**config.mk**
```make
export PLATFORM = sky130hd
export DESIGN_NAME = rmcg_top
export DESIGN_NICKNAME = d
export VERILOG_FILES = /design/src/verilog/rmcg_top.v
export VERILOG_INCLUDE_DIRS = /design/src /design/src/verilog
export SDC_FILE = /design/constraint.sdc
export NUM_CORES = 1
export LEC_CHECK = 0
export ABC_AREA = 1
export ABC_CLOCK_PERIOD_IN_PS = 2780
export BUFFER_PORTS_ARGS = -buffer_cell sky130_fd_sc_hd__buf_2
export CORE_UTILIZATION = 35
export DETAILED_ROUTE_END_ITERATION = 8
export PLACE_DENSITY = 0.71
export SETUP_SLACK_MARGIN = 0.3
export SYNTH_ARGS = -nofsm -noshare
export SYNTH_HDL_FRONTEND = slang
export SYNTH_SLANG_ARGS = --single-unit
export TNS_END_PERCENT = 5
```
**constraint.sdc**
```tcl
create_clock -name clk_sys -period 2.78 [get_ports clk_sys]
set_clock_uncertainty 0.2 [all_clocks]
set_input_delay 0.139 -clock clk_sys [delete_from_list [all_inputs] [get_ports clk_sys]]
set_output_delay 0.139 -clock clk_sys [all_outputs]
set_load 0.02 [all_outputs]
```
**src/verilog/rmcg_defs.vh**
```
// register map, field layout and reset values of the run-mode clock gating block
`ifndef RMCG_DEFS_VH
`define RMCG_DEFS_VH

// register byte offsets within the system control window
`define RMCG_OFF_RUN_CLOCK_CONFIG   12'h060
`define RMCG_OFF_RUN_GATE_FIRST     12'h104
`define RMCG_OFF_RUN_GATE_SECOND    12'h108
`define RMCG_OFF_SLEEP_GATE_SECOND  12'h118
`define RMCG_OFF_DEEP_GATE_SECOND   12'h128
`define RMCG_OFF_IRQ_STATUS         12'h1F0
`define RMCG_OFF_IRQ_MASK           12'h1F4

// reset values
`define RMCG_RST_GATE               32'h00000000
`define RMCG_RST_CLOCK_CONFIG       32'h00000000
`define RMCG_RST_IRQ                32'h00000000

// writable bit masks, everything else reads zero
`define RMCG_MASK_FIRST             32'h00000007
`define RMCG_MASK_SECOND            32'h0001201F
`define RMCG_MASK_CLOCK_CONFIG      32'h08000000
`define RMCG_MASK_IRQ               32'h00000003

// field positions
`define RMCG_BIT_SERIAL_PORT0       0
`define RMCG_BIT_SERIAL_PORT1       1
`define RMCG_BIT_SERIAL_PORT2       2
`define RMCG_BIT_PORT_A             0
`define RMCG_BIT_PORT_E             4
`define RMCG_BIT_MICRO_DMA          13
`define RMCG_BIT_USB_PORT           16
`define RMCG_BIT_AUTO_GATE_SELECT   27
`define RMCG_BIT_IRQ_GATED_ACCESS   0
`define RMCG_BIT_IRQ_BAD_ADDRESS    1

// gated module count and index layout
`define RMCG_NUM_MODULES            10
`define RMCG_IDX_USB_PORT           3
`define RMCG_IDX_MICRO_DMA          4
`define RMCG_IDX_PORT_A             5

// power modes
`define RMCG_MODE_RUN               2'b00
`define RMCG_MODE_SLEEP             2'b01
`define RMCG_MODE_DEEP              2'b10

`endif

```
**src/verilog/rmcg_top.v**
```verilog
// run-mode peripheral clock gating with sleep copies, apb registers and access faults
`timescale 1ns/1ps
`include "rmcg_defs.vh"

// Functional notes
// - bits 2, 1, 0 enable clocks of serial ports 2, 1, 0
// - any access to an unclocked module gets a bus fault answer
// - all gating enables reset to zero, every module starts unclocked
// - second run gating register at 0x108, read/write, resets to zero
// - bit 16 of second run gating register clocks the usb module
// - bit 13 of second run gating register clocks the micro-dma controller
// - bits 4 down to 0 clock gpio ports E, D, C, B, A
// - reserved bits read zero; software preserves them on updates
// - run register rules normal running; sleep, deep-sleep copies rule low power
// - sleep copies used only when auto-gate select is set
// - sleep gating register at 0x118 with same layout as run register
module rmcg_top
#(
  parameter NMOD = `RMCG_NUM_MODULES
)
(
  input  wire             clk_sys,
  input  wire             rst_n,
  input  wire             psel,
  input  wire             penable,
  input  wire             pwrite,
  input  wire [11:0]      paddr,
  input  wire [31:0]      pwdata,
  input  wire [3:0]       pstrb,
  output reg  [31:0]      prdata,
  output reg              pready,
  output reg              pslverr,
  input  wire             sleep_req,
  input  wire             deepsleep_req,
  input  wire [NMOD-1:0]  mod_access,
  output reg  [NMOD-1:0]  mod_clk_en_q,
  output wire [NMOD-1:0]  mod_gclk,
  output reg  [NMOD-1:0]  mod_fault_q,
  output reg  [NMOD-1:0]  mod_ack_q,
  output reg  [1:0]       power_mode_q,
  output reg              irq_q
);

  // reset copy, registers and decode helpers
  reg  [1:0]       rst_sync_q;
  wire             rst_int_n;
  reg  [31:0]      run_first_q;
  reg  [31:0]      run_second_q;
  reg  [31:0]      sleep_second_q;
  reg  [31:0]      deep_second_q;
  reg  [31:0]      clock_config_q;
  reg  [31:0]      irq_status_q;
  reg  [31:0]      irq_mask_q;
  reg  [NMOD-1:0]  mod_en_d;
  reg  [NMOD-1:0]  mod_en_neg_q;
  reg  [1:0]       power_mode_d;
  reg  [31:0]      rdata_d;
  reg              hit_d;
  wire             setup_ph;
  wire             write_go;
  wire             auto_gate_select;
  wire             gated_access;
  wire             bad_addr_ev;
  wire [31:0]      irq_set;
  wire [31:0]      irq_clr;

  // merge write data into a register under byte strobes and writable mask
  function [31:0] rmcg_merge;
    input [31:0] old_val;
    input [31:0] wdata;
    input [3:0]  strb;
    input [31:0] wmask;
    integer      i;
    reg   [31:0] res;
    begin
      res = old_val;
      for (i = 0; i < 32; i = i + 1)
      begin
        if (strb[i / 8] && wmask[i])
        begin
          res[i] = wdata[i];
        end
      end
      rmcg_merge = res & wmask;
    end
  endfunction

  // expand first and second gating words into the module enable vector
  function [`RMCG_NUM_MODULES-1:0] rmcg_mods;
    input [31:0] first_w;
    input [31:0] second_w;
    begin
      rmcg_mods = {second_w[`RMCG_BIT_PORT_E:`RMCG_BIT_PORT_A],
                   second_w[`RMCG_BIT_MICRO_DMA],
                   second_w[`RMCG_BIT_USB_PORT],
                   first_w[`RMCG_BIT_SERIAL_PORT2],
                   first_w[`RMCG_BIT_SERIAL_PORT1],
                   first_w[`RMCG_BIT_SERIAL_PORT0]};
    end
  endfunction

  // reset release through two flip-flops
  // assert at once, release only after two clean edges so no flop sees a ragged release
  always @(posedge clk_sys or negedge rst_n)
  begin
    if (!rst_n)
    begin
      rst_sync_q <= 2'b00;
    end
    else
    begin
      rst_sync_q <= {rst_sync_q[0], 1'b1};
    end
  end

  // internal reset copy used by every synchronous clear below
  assign rst_int_n = rst_sync_q[1];

  // apb phases: data and answer prepared in setup, taken in access
  // pready low in setup keeps a held request from being answered a second time
  assign setup_ph = psel && !penable && !pready;
  assign write_go = psel && penable && pready && pwrite && !pslverr;
  assign auto_gate_select = clock_config_q[`RMCG_BIT_AUTO_GATE_SELECT];

  // read mux and address decode
  // unmapped offsets read as zero and raise a slave error
  always @*
  begin
    rdata_d = 32'h00000000;
    hit_d   = 1'b1;
    case (paddr)
      `RMCG_OFF_RUN_CLOCK_CONFIG:  rdata_d = clock_config_q;
      `RMCG_OFF_RUN_GATE_FIRST:    rdata_d = run_first_q;
      `RMCG_OFF_RUN_GATE_SECOND:   rdata_d = run_second_q;
      `RMCG_OFF_SLEEP_GATE_SECOND: rdata_d = sleep_second_q;
      `RMCG_OFF_DEEP_GATE_SECOND:  rdata_d = deep_second_q;
      `RMCG_OFF_IRQ_STATUS:        rdata_d = irq_status_q;
      `RMCG_OFF_IRQ_MASK:          rdata_d = irq_mask_q;
      default:                     hit_d   = 1'b0;
    endcase
  end

  // apb answer flops, one cycle after setup
  // write answers carry zero data so no stale register value is driven
  always @(posedge clk_sys or negedge rst_n)
  begin
    if (!rst_n)
    begin
      prdata  <= 32'h00000000;
      pready  <= 1'b0;
      pslverr <= 1'b0;
    end
    else if (!rst_int_n)
    begin
      prdata  <= 32'h00000000;
      pready  <= 1'b0;
      pslverr <= 1'b0;
    end
    else if (setup_ph)
    begin
      prdata  <= pwrite ? 32'h00000000 : rdata_d;  // reserved bits already zero
      pready  <= 1'b1;
      pslverr <= !hit_d;
    end
    else
    begin
      prdata  <= 32'h00000000;
      pready  <= 1'b0;
      pslverr <= 1'b0;
    end
  end

  // gating and configuration registers
  // reserved and strobed-off bits keep their value; reserved bits stay zero
  always @(posedge clk_sys or negedge rst_n)
  begin
    if (!rst_n)
    begin
      run_first_q    <= `RMCG_RST_GATE;
      run_second_q   <= `RMCG_RST_GATE;
      sleep_second_q <= `RMCG_RST_GATE;
      deep_second_q  <= `RMCG_RST_GATE;
      clock_config_q <= `RMCG_RST_CLOCK_CONFIG;
      irq_mask_q     <= `RMCG_RST_IRQ;
    end
    else if (!rst_int_n)
    begin
      run_first_q    <= `RMCG_RST_GATE;
      run_second_q   <= `RMCG_RST_GATE;
      sleep_second_q <= `RMCG_RST_GATE;
      deep_second_q  <= `RMCG_RST_GATE;
      clock_config_q <= `RMCG_RST_CLOCK_CONFIG;
      irq_mask_q     <= `RMCG_RST_IRQ;
    end
    else if (write_go)
    begin
      case (paddr)
        `RMCG_OFF_RUN_CLOCK_CONFIG:
          clock_config_q <= rmcg_merge(clock_config_q, pwdata, pstrb,
                                       `RMCG_MASK_CLOCK_CONFIG);
        `RMCG_OFF_RUN_GATE_FIRST:
          run_first_q <= rmcg_merge(run_first_q, pwdata, pstrb, `RMCG_MASK_FIRST);
        `RMCG_OFF_RUN_GATE_SECOND:
          run_second_q <= rmcg_merge(run_second_q, pwdata, pstrb, `RMCG_MASK_SECOND);
        `RMCG_OFF_SLEEP_GATE_SECOND:
          sleep_second_q <= rmcg_merge(sleep_second_q, pwdata, pstrb, `RMCG_MASK_SECOND);
        `RMCG_OFF_DEEP_GATE_SECOND:
          deep_second_q <= rmcg_merge(deep_second_q, pwdata, pstrb, `RMCG_MASK_SECOND);
        `RMCG_OFF_IRQ_MASK:
          irq_mask_q <= rmcg_merge(irq_mask_q, pwdata, pstrb, `RMCG_MASK_IRQ);
        default:
          irq_mask_q <= irq_mask_q;
      endcase
    end
  end

  // power mode from core requests, deep sleep takes priority
  // requests come from logic on this clock, so no synchroniser is needed
  always @*
  begin
    if (deepsleep_req)
    begin
      power_mode_d = `RMCG_MODE_DEEP;
    end
    else if (sleep_req)
    begin
      power_mode_d = `RMCG_MODE_SLEEP;
    end
    else
    begin
      power_mode_d = `RMCG_MODE_RUN;
    end
  end

  // effective enables: low-power copies only under auto-gate select
  // serial port enables have no low-power copies and follow the run value
  always @*
  begin
    case (power_mode_q)
      `RMCG_MODE_RUN:
        mod_en_d = rmcg_mods(run_first_q, run_second_q);
      `RMCG_MODE_SLEEP:
        mod_en_d = auto_gate_select ? rmcg_mods(run_first_q, sleep_second_q)
                                    : rmcg_mods(run_first_q, run_second_q);
      `RMCG_MODE_DEEP:
        mod_en_d = auto_gate_select ? rmcg_mods(run_first_q, deep_second_q)
                                    : rmcg_mods(run_first_q, run_second_q);
      default:
        mod_en_d = rmcg_mods(run_first_q, run_second_q);
    endcase
  end

  // mode and enable flops
  // enables lag the register write by one cycle; access checks use this copy
  always @(posedge clk_sys or negedge rst_n)
  begin
    if (!rst_n)
    begin
      power_mode_q <= `RMCG_MODE_RUN;
      mod_clk_en_q <= {NMOD{1'b0}};
    end
    else if (!rst_int_n)
    begin
      power_mode_q <= `RMCG_MODE_RUN;
      mod_clk_en_q <= {NMOD{1'b0}};
    end
    else
    begin
      power_mode_q <= power_mode_d;
      mod_clk_en_q <= mod_en_d;
    end
  end

  // enable copy taken on the falling edge, steady through the high phase
  // changing only while the clock is low, the and gate cannot chop a pulse
  always @(negedge clk_sys or negedge rst_n)
  begin
    if (!rst_n)
    begin
      mod_en_neg_q <= {NMOD{1'b0}};
    end
    else
    begin
      mod_en_neg_q <= mod_clk_en_q;
    end
  end

  // gated module clocks, no runt pulse possible
  // a plain and gate here; a real netlist would use a clock gating cell
  assign mod_gclk = {NMOD{clk_sys}} & mod_en_neg_q;

  // module access check: fault for unclocked, ack for clocked
  // exactly one of fault or ack answers each access pulse
  always @(posedge clk_sys or negedge rst_n)
  begin
    if (!rst_n)
    begin
      mod_fault_q <= {NMOD{1'b0}};
      mod_ack_q   <= {NMOD{1'b0}};
    end
    else if (!rst_int_n)
    begin
      mod_fault_q <= {NMOD{1'b0}};
      mod_ack_q   <= {NMOD{1'b0}};
    end
    else
    begin
      mod_fault_q <= mod_access & ~mod_clk_en_q;
      mod_ack_q   <= mod_access & mod_clk_en_q;
    end
  end

  // interrupt events and write-one-to-clear, set wins over clear
  // bit 0 flags gated-module accesses, bit 1 unmapped bus accesses
  assign gated_access = |(mod_access & ~mod_clk_en_q);
  assign bad_addr_ev  = psel && penable && pready && pslverr;
  assign irq_set      = {30'h00000000, bad_addr_ev, gated_access};
  assign irq_clr      = (write_go && paddr == `RMCG_OFF_IRQ_STATUS)
                        ? rmcg_merge(32'h00000000, pwdata, pstrb, `RMCG_MASK_IRQ)
                        : 32'h00000000;

  // sticky status and level interrupt, the line follows masked status by one cycle
  always @(posedge clk_sys or negedge rst_n)
  begin
    if (!rst_n)
    begin
      irq_status_q <= `RMCG_RST_IRQ;
      irq_q        <= 1'b0;
    end
    else if (!rst_int_n)
    begin
      irq_status_q <= `RMCG_RST_IRQ;
      irq_q        <= 1'b0;
    end
    else
    begin
      irq_status_q <= ((irq_status_q & ~irq_clr) | irq_set) & `RMCG_MASK_IRQ;
      irq_q        <= |(irq_status_q & irq_mask_q);
    end
  end

endmodule // rmcg_top

```
[Word level (Yosys, flattened, before mapping)]
Index checks and enable logic that the tools add are counted.
Storage, ports and cells
  flip-flop bits (word level): 273
  output and inout bits: 77
Operators by class
  equal/unequal tests: 20
  multiplexer cells: 49
  bitwise logic cells: 8
  reduce and logical (&&, ||, !) cells: 33
Operators with widths (number)
  $mux 32: 21
  $pmux 32 s7: 1
  $eq 12x9->1 const B: 6
  $mux 10: 5
  $reduce_and 3->1: 12
  $and 2x32->32: 1
  $reduce_or 32->1: 1
  $and 10x10->10: 3
  $pmux 10 s2: 1
  $mux 1: 17
  $ne 2x1->1 const B: 7
  $eq 12x7->1 const B: 1
  $reduce_and 2->1: 6
  $not 10->10: 1
  $reduce_or 10->1: 1
  $logic_and 1x1->1: 8
  $mux 2: 4
  $ne 2x2->1 const B: 4
  $reduce_or 7->1: 1
  $logic_not 1->1: 4
  $and 2x2->2: 1
  $eq 2x1->1 const B: 1
  $eq 2x2->1 const B: 1
  $not 2->2: 1
  $or 2x2->2: 1

[Longest topological paths before layout]
Gate-level depths: netlist of the first run.
  depth after elaboration: 10
  gate-level depth with buffers: 10
  gate-level depth less buffers: 10

==> results of run 1 <==
[layer usage]
layer | vias to the layer above | part of all wire [%] | track usage (%)
li1 | 1714 | - | -
met1 | 1657 | 41 | 19.5
met2 | 140 | 50 | 30.7
met3 | 22 | 6.3 | 4.58
met4 | 0 | 2.0 | 11.3
met5 | - | 0 | 0
[stage by stage]
step | utilization, % | setup TNS (ns) | total power [mW] | hold slack (ns)
2_1_floorplan | - | 0 | 1.64 | -0.357
3_3_place_gp | 41.3 | 0 | 1.72 | -0.138
3_5_place_dp | 41.3 | 0 | 1.73 | -0.132
4_1_cts | 48.0 | -0.320 | 3.00 | 0.0237
5_1_grt | 48.1 | -0.665 | 3.11 | 0.0576
6_report | 48.1 | -0.123 | 2.98 | 0.0338
[cell type report]
type / count / area [sq um] / share of cell area (%)
Tap cell: 140 / 175 / 3.34
Clock inverter: 17 / 135 / 2.58
Sequential cell: 84 / 2100 / 40.1
Timing Repair Buffer: 124 / 823 / 15.7
Clock buffer: 24 / 305 / 5.83
Inverter: 56 / 210 / 4.01
Multi-Input combinational cell: 323 / 1490 / 28.4
[power groups by stage]
stage / logic [mW] / registers, mW / clock network [mW]
5_1_grt: 0.387 / 1.36 / 1.37
3_3_place_gp: 0.300 / 1.37 / 0.0531
3_5_place_dp: 0.308 / 1.37 / 0.0531
6_report: 0.344 / 1.35 / 1.29
2_1_floorplan: 0.184 / 1.39 / 0.0729
4_1_cts: 0.345 / 1.35 / 1.31
[synthesized netlist by cell type, drive strengths merged]
cell type / count / share of area (%)
inv: 66 / 6.3
nand3: 19 / 2.7
dfrtn: 10 / 6.4
nand4: 5 / 0.79
nor2: 72 / 8.0
dfrtp: 74 / 47
nand2: 139 / 14
ha: 2 / 0.64
and2: 1 / 0.19
buf: 25 / 4.7
a21oi: 12 / 1.5
nor3: 7 / 1.3
clkbuf: 4 / 0.38
conb: 2 / 0.19
nand3b: 1 / 0.19
a22o: 2 / 0.44
o31ai: 1 / 0.19
o22ai: 3 / 0.48
o21ai: 34 / 4.4
[registers in the layout (all words and copies together), names as in the netlist, 2 cells and up]
name	cells
deep_second_q	7
rst_sync_q	2
irq_mask_q	2
sleep_second_q	7
irq_status_q	2
mod_clk_en_q	10
rmcg_mods.first_w	3
rmcg_mods.second_w	7
power_mode_q	2
mod_fault_q	10
mod_ack_q	10
mod_en_neg_q	10
prdata	8
[critical path, cell delays in order, from the launching register on]
cell     delay (ns)
dfrtn_1        0.39
nand2_1        0.06
inv_1          0.06
buf_6          0.11
[kinds of logic (layout without fill, tap and decap cells)]
logic type	after synthesis	count (layout)	share of synthesized area, %
AND/OR/NAND/NOR	244	244	27.4
other	2	25	0.191
AO/OA/AOI/OAI	52	52	7.05
flip-flops	84	84	53.4
buffers and inverters	95	221	11.4
adder cells (fa/ha/maj)	2	2	0.635
[path summary, 6_finish.rpt]
path,from,to,slack [ns]
min in group asynchronous,rst_n,mod_fault_q[7],0.13
min reg2reg,rst_sync_q[0],rst_sync_q[1],0.16
max reg2reg,rst_sync_q[1],sleep_second_q[16],0.48
min,paddr[5],prdata[1],0.03
max,mod_en_neg_q[4],mod_gclk[4],-0.02
max in group asynchronous,rst_n,mod_en_neg_q[6],1.04
[repair_timing]
item | 4_1_cts | 5_1_grt
gates resized for setup | 20 | 7
hold buffers | 38 | 0
setup buffers | 0 | 0
setup endpoints to repair | 20 | 21
pin swaps | 6 | 4
hold endpoints to repair | 135 | 0
==> reports/metrics.cfg, run 1 <==
[critical_path]
worstPathRequired_ns=2.44
path_class=flip-flop to primary output
reg2reg_depth=6
critical_path.max_fanout=1
end_kind=primary output
worstSetupStartpointType=flip-flop
worstPathArrival_ns=2.46

[finish]
layout_common_cells=nand2_1 (127), buf_2 (82), dfrtp_1 (74)
fill_cells=1024
final_common_cell=nand2_1
diodes=0
fin_area_sq_um=5240
drive_gt1_share_pct=23.4
instances_no_fill=768
layout-area-overhead-vs-synth_pct=33.0
nNetsFinal=689

[grt]
antenna_found_initial=0
grt_overflow=0
grt_max_degree=41
grt_pass1_vias=3615
grt_usage_pct=17.8
grt_pass1_wl_mm=16.1

[power]
sequentialPowerShare_pct=45.2
leakage_nw=2.88
combinationalPowerShare_pct=11.5
internal_power_mw=2.12
power.density_nw_per_um2=569
p_sw_share_pct=28.8
p_sw_uw=859
clockPowerShare_pct=43.3
ir_drop_uv=492

[drt]
detail-route-antenna-nets=0
vias=3533
first_iter_violations=221
dr.pass1.iters=4
via_per_inst=4.60
drc=0
wl_per_cell_um=12.8
wl_mm=9.79

[sta]
hold_viol=0
grt_setup_unrepaired=true
max_slew_margin_pct=51.1
worst_pin_slew_ns=0.731
drv_slew=0
fin_ws_ns=-0.0236
setup_viol=18

[clock_network]
insertion_delay_ns=0.46
clk_pin_slew_ns=0.09
cts_tree=done

[placement]
dp_cells=709
dpl_cell_area_sq_um=4490
port_buffers=93
gp_congestion=0.839
hpwl_mm=6.71
pre_cts_ws_ns=0.454

[floorplanning]
initial_utilization_pct=36.2
rows=38
core-area_sq_um=10900
die_w_um=108
die_area_sq_um=11700
io_pins=142
chipHeight_um=108

[synth]
syn_inst=479
synth.ff_latch_count=84
ys_seq_area_share_pct=53.4
yosys_warnings=0
synth_cell_types=30
netlist_area_sq_um=3940
synth.avg_cell_area_sq_um=8.23

[job]
cap_violations=0

[hold_path]
whs_path_depth=6
hold_class=input port to flip-flop

[outcome]
violations=negative setup slack
status=finished with violations

(Power assumes the default switching activity.)
==> run 2: changes to the inputs <==
--- a/config.mk
+++ b/config.mk
@@ -9,8 +9,10 @@
 export ABC_AREA = 1
 export ABC_CLOCK_PERIOD_IN_PS = 2780
 export BUFFER_PORTS_ARGS = -buffer_cell sky130_fd_sc_hd__buf_2
+export CORE_MARGIN = 2
 export CORE_UTILIZATION = 35
 export DETAILED_ROUTE_END_ITERATION = 8
+export GPL_ROUTABILITY_DRIVEN = 0
 export PLACE_DENSITY = 0.71
 export SETUP_SLACK_MARGIN = 0.3
 export SYNTH_ARGS = -nofsm -noshare
==> run 2 against run 1 <==
The flow still finishes with violations (negative setup slack). Highest routed layer unchanged. Critical path type unchanged. Hold slack improved by 0.0080 ns. Routed wire length is 2.2% higher. Clock power rose by 35%. Critical endpoint is now mod_gclk[5]. First-iteration DRC count did not move. Die area up 3.7%. Global-route usage is 0.71 points lower. Count of clock-buffer cells in the layout unchanged. Power is 15% higher. Via count rose by 0.82%. Setup slack worse by 0.015 ns. Combinational power barely moved.
==> reports/metrics.cfg, run 2 (synthesis results as in run 1) <==
[outcome]
status=finished with violations  ; unchanged
violations=negative setup slack  ; unchanged

[finish]
diodes=0  ; unchanged
layout_common_cells=nand2_1 (126), buf_2 (82), dfrtp_1 (74)  ; was nand2_1 (127), buf_2 (82), dfrtp_1 (74)
layout-area-overhead-vs-synth_pct=36.3  ; was 33.0%
final_util_pct=49.1  ; was 48.1%
drive_gt1_share_pct=23.9  ; was 23.4%
nNetsFinal=688  ; was 689
fin_area_sq_um=5370  ; was 5240 sq um
instances_no_fill=767  ; was 768
final_common_cell=nand2_1  ; unchanged

[drt]
detail-route-antenna-nets=0  ; unchanged
dr.pass1.iters=4  ; unchanged
via_per_inst=4.64  ; was 4.60
vias=3562  ; was 3533
wl_per_cell_um=13.1  ; was 12.8 um
wl_mm=10.0  ; was 9.79 mm
drc=0  ; unchanged
first_iter_violations=221  ; unchanged

[critical_path]
crit_family=flip-flops  ; unchanged
rr_startpoint=rst_sync_q[1]  ; unchanged
reg2reg_depth=7  ; was 6
path_class=flip-flop to primary output  ; unchanged
path_cells=nand2_1, inv_1, buf_6  ; unchanged
crit_buf_inv=2  ; unchanged
slowest_stage=dfrtn_1  ; unchanged
slowest_delay_ns=0.39  ; about the same
cp-startpoint=mod_en_neg_q[5]  ; was mod_en_neg_q[4]
cp.depth=3  ; unchanged
critical_path.max_fanout=1  ; unchanged
worstPathArrival_ns=2.48  ; was 2.46 ns
worstSetupStartpointType=flip-flop  ; unchanged
end_kind=primary output  ; unchanged
worstPathRequired_ns=2.44  ; about the same

[hold_path]
whs_path_depth=6  ; unchanged
hp-start=paddr[5]  ; unchanged
hold_class=input port to flip-flop  ; unchanged

[clock_network]
cts_tree=done  ; unchanged
insertion_delay_ns=0.45  ; was 0.46 ns
clk_pin_slew_ns=0.06  ; was 0.09 ns

[grt]
grtUsageMet1_pct=18.6  ; was 19.5%
gr-usage-met2_pct=30.0  ; was 30.7%
grtUsageMet3_pct=4.00  ; was 4.58%
grt_max_degree=47  ; was 41
busiest_layer=met2  ; unchanged
antenna_found_initial=0  ; unchanged
grt_pass1_wl_mm=15.7  ; was 16.1 mm
grt_pass1_vias=3555  ; was 3615
grt_usage_pct=17.1  ; was 17.8%
grt_overflow=0  ; unchanged

[placement]
dp_cells=709  ; unchanged
dpl_cell_area_sq_um=4490  ; unchanged
port_buffers=93  ; unchanged
pre_cts_ws_ns=0.447  ; was 0.454 ns
hpwl_mm=6.80  ; was 6.71 mm

[floorplanning]
die_w_um=110  ; was 108 um
die_area_sq_um=12100  ; was 11700 sq um
core-area_sq_um=10900  ; about the same
initial_utilization_pct=36.0  ; was 36.2%
io_pins=142  ; unchanged
rows=38  ; unchanged
chipHeight_um=110  ; was 108 um

[job]
cap_violations=0  ; unchanged

[sta]
grt_setup_unrepaired=true  ; unchanged
fin_ws_ns=-0.0385  ; was -0.0236 ns
drv_slew=0  ; unchanged
setup_viol=20  ; was 18
fin_tns_setup_ns=-0.259  ; was -0.123 ns
hold_viol=0  ; unchanged
worst_pin_slew_ns=0.633  ; was 0.731 ns
max_slew_margin_pct=57.8  ; was 51.1%

[power]
leakage_nw=2.93  ; was 2.88 nW
ir_drop_uv=554  ; was 492 uV
power.density_nw_per_um2=639  ; was 569 nW/um^2

==> run 2: worst reg2reg max path: cells and delay by family (launching register included) <==
kind	cells	cell delay, ns
buf+inv	3	1.22
simple gates	4	0.43
flops	1	0.37
==> run 2: through the flow <==
| stage | hold slack [ns] | power (mW) |
|---|---|---|
| after floorplan | -0.357 | 1.64 |
| after global placement | -0.0323 | 1.72 |
| after detailed placement | -0.0210 | 1.73 |
| after CTS | 0.0381 | 3.45 |
| after global routing | 0.101 | 3.58 |
| final | 0.0417 | 3.43 |
==> run 2: area by class of cell <==
type	count	area (sq um)
repair buffers	123	813
flip-flops and latches	84	2100
fillers	994	5570
clock buffers	24	442
well taps	140	175
inverters	56	210
multi-input cells	323	1480
clock inverters	17	143
==> run 2: final timing paths <==
check,slack [ns],endpoint
hold reg to reg,0.16,rst_sync_q[1]
hold / removal,0.04,prdata[1]
setup / recovery,-0.04,mod_gclk[5]
setup reg to reg,0.49,sleep_second_q[16]
min in group asynchronous,0.05,mod_fault_q[0]
max in group asynchronous,0.66,mod_en_neg_q[4]
==> run 2: what timing repair did <==
action                                 in CTS  in global routing
endpoints found under the hold margin      96                  0
setup endpoints to repair                  20                 21
gates resized for setup                    20                 10
pin swaps                                   5                  5
setup buffers                               0                  0
hold buffers                               37                  0
==> run 2: where the power goes <==
| part | switching [mW] | internal (mW) |
|---|---|---|
| logic | 0.227 | 0.118 |
| clock network | 0.644 | 1.10 |
| registers | 0.0487 | 1.30 |
==> run 2: per-layer routing <==
metal | part of all wire [%] | up-vias
met3 | 6.8 | 15
met4 | 1.6 | 0
met2 | 51 | 148
li1 | - | 1717
met1 | 40 | 1682
met5 | 0 | -
==> run 3: changes to the inputs <==
--- a/config.mk
+++ b/config.mk
@@ -10,10 +10,10 @@
 export ABC_CLOCK_PERIOD_IN_PS = 2780
 export BUFFER_PORTS_ARGS = -buffer_cell sky130_fd_sc_hd__buf_2
 export CORE_MARGIN = 2
-export CORE_UTILIZATION = 35
+export CORE_UTILIZATION = 54
 export DETAILED_ROUTE_END_ITERATION = 8
 export GPL_ROUTABILITY_DRIVEN = 0
-export PLACE_DENSITY = 0.71
+export PLACE_DENSITY = 0.95
 export SETUP_SLACK_MARGIN = 0.3
 export SYNTH_ARGS = -nofsm -noshare
 export SYNTH_HDL_FRONTEND = slang
==> run 3 against run 2 <==
The flow still finishes with violations (negative setup slack). Critical path type unchanged. Clock power down 31%. First-iteration DRC count up 63%. Via count up 6.8%. Sequential cell count unchanged. Sequential share of layout area up 1.5 points. Core utilization up 23 points. Critical endpoint is now mod_gclk[1]. Die area down 34%. Sequential power about the same. Register-to-register slack better by 0.09 ns.
==> reports/metrics.cfg, run 3 (synthesis results as in run 1) <==
[drt]
wl_mm=11.0  ; was 10.0 mm
detail-route-antenna-nets=0  ; unchanged
vias=3803  ; was 3562
drc=0  ; unchanged
dr.pass1.iters=5  ; was 4
wl_per_cell_um=15.1  ; was 13.1 um
first_iter_violations=361  ; was 221
via_per_inst=5.24  ; was 4.64

[sta]
hold_viol=0  ; unchanged
grt_setup_unrepaired=true  ; unchanged
worst_pin_slew_ns=1.09  ; was 0.633 ns
max_slew_margin_pct=26.8  ; was 57.8%
drv_slew=0  ; unchanged
fin_ws_ns=-0.0893  ; was -0.0385 ns
whs_ns=0.0258  ; was 0.0417 ns
setup_viol=20  ; unchanged

[hold_path]
hold_class=input port to flip-flop  ; unchanged
hp-start=paddr[5]  ; unchanged
whs_endpoint=prdata[1]  ; unchanged
whs_path_depth=6  ; unchanged

[critical_path]
end_kind=primary output  ; unchanged
path_class=flip-flop to primary output  ; unchanged
critical_path.max_fanout=1  ; unchanged
worstPathArrival_ns=2.53  ; was 2.48 ns
worstSetupStartpointType=flip-flop  ; unchanged
rr_startpoint=mod_clk_en_q[2]  ; was rst_sync_q[1]
r2r-end=mod_en_neg_q[2]  ; was sleep_second_q[16]
worstPathRequired_ns=2.44  ; about the same
r2r_setup_slack_ns=0.58  ; was 0.49 ns
reg2reg_depth=0  ; was 7

[power]
totalPowerFinal_mw=2.91  ; was 3.43 mW
leakage_nw=2.85  ; was 2.93 nW
power.density_nw_per_um2=562  ; was 639 nW/um^2
ir_drop_uv=226  ; was 554 uV

[job]
cap_violations=0  ; unchanged

[placement]
hpwl_mm=6.70  ; was 6.80 mm
port_buffers=93  ; unchanged
dp_cells=667  ; was 709

[grt]
grt_usage_pct=28.1  ; was 17.1%
grtUsageMet3_pct=6.19  ; was 4.00%
grt_pass1_vias=3837  ; was 3555
grt_overflow=0  ; unchanged
antenna_found_initial=0  ; unchanged
grt_pass1_wl_mm=16.5  ; was 15.7 mm
busiest_layer=met2  ; unchanged
grt_max_degree=50  ; was 47
grtUsageMet1_pct=29.1  ; was 18.6%
gr-usage-met2_pct=46.8  ; was 30.0%

[clock_network]
clk_pin_slew_ns=0.08  ; was 0.06 ns
postCtsSetupRepairBufs=0  ; unchanged
insertion_delay_ns=0.47  ; was 0.45 ns
cts_tree=done  ; unchanged

[outcome]
violations=negative setup slack  ; unchanged
status=finished with violations  ; unchanged

[floorplanning]
die_area_sq_um=8000  ; was 12100 sq um
core-area_sq_um=7180  ; was 10900 sq um
rows=31  ; was 38
die_w_um=89.4  ; was 110 um
chipHeight_um=89.4  ; was 110 um
initial_utilization_pct=54.9  ; was 36.0%
io_pins=142  ; unchanged

[finish]
layout_common_cells=nand2_1 (124), buf_2 (82), dfrtp_1 (74)  ; was nand2_1 (126), buf_2 (82), dfrtp_1 (74)
drive_gt1_share_pct=24.9  ; was 23.9%
final_common_cell=nand2_1  ; unchanged
diodes=0  ; unchanged
nNetsFinal=688  ; unchanged
layout-area-overhead-vs-synth_pct=31.3  ; was 36.3%
instances_no_fill=726  ; was 767

[run 3: critical path: stages, from the launching register on]
cell,delay [ns]
dfrtn_1,0.43
nand2_2,0.07
inv_2,0.06
buf_6,0.12
[run 3: repair_timing]
item                       4_1_cts  5_1_grt
hold buffers                    38        0
resized for setup               21       16
hold endpoints to repair       135        0
pin swaps                        7        5
setup endpoints to repair       20       21
[run 3: metal layers]
layer  share of wire, %  wire length, um
met5                  0                0
met4                6.0              661
met2                 50             5490
met3                8.5              937
met1                 35             3900
[run 3: worst max path at each step]
| stage | from | end | slack, ns | cells past startpoint |
|---|---|---|---|---|
| global route | mod_en_neg_q[1] | mod_gclk[1] | -0.12 | 3 |
| floorplan | mod_en_neg_q[0] | mod_gclk[0] | 0.49 | 2 |
| global placement | mod_en_neg_q[7] | mod_gclk[7] | 0.47 | 3 |
| CTS | mod_en_neg_q[5] | mod_gclk[5] | -0.05 | 3 |
| detailed placement | mod_en_neg_q[1] | mod_gclk[1] | 0.44 | 3 |
| finish | mod_en_neg_q[1] | mod_gclk[1] | -0.09 | 3 |
[run 3: power breakdown]
group	total, mW	internal, mW	leakage, nW	switching, mW
Clock	1.20	0.592	0.277	0.608
Combinational	0.358	0.121	1.45	0.237
Sequential	1.35	1.30	1.12	0.0523
Total	2.91	2.01	2.85	0.898
[run 3: area by class of cell]
type,instances,area [sq um]
sequential,84,2100
fill,478,2000
multi-input combinational,323,1500
timing repair buffer,123,828
clock buffer,23,292
inverter,56,210
tap,99,124
clock inverter,18,116
[run 3: per-stage QoR]
stage | instance area [sq um] | TNS [ns] | setup slack (ns) | util [%]
2_1_floorplan | 4030 | 0 | 0.490 | -
3_3_place_gp | 4450 | 0 | 0.466 | 62.0
3_5_place_dp | 4450 | 0 | 0.441 | 62.0
4_1_cts | 5150 | -0.274 | -0.0535 | 71.7
5_1_grt | 5170 | -0.781 | -0.120 | 72.1
6_report | 5170 | -0.379 | -0.0893 | 72.1
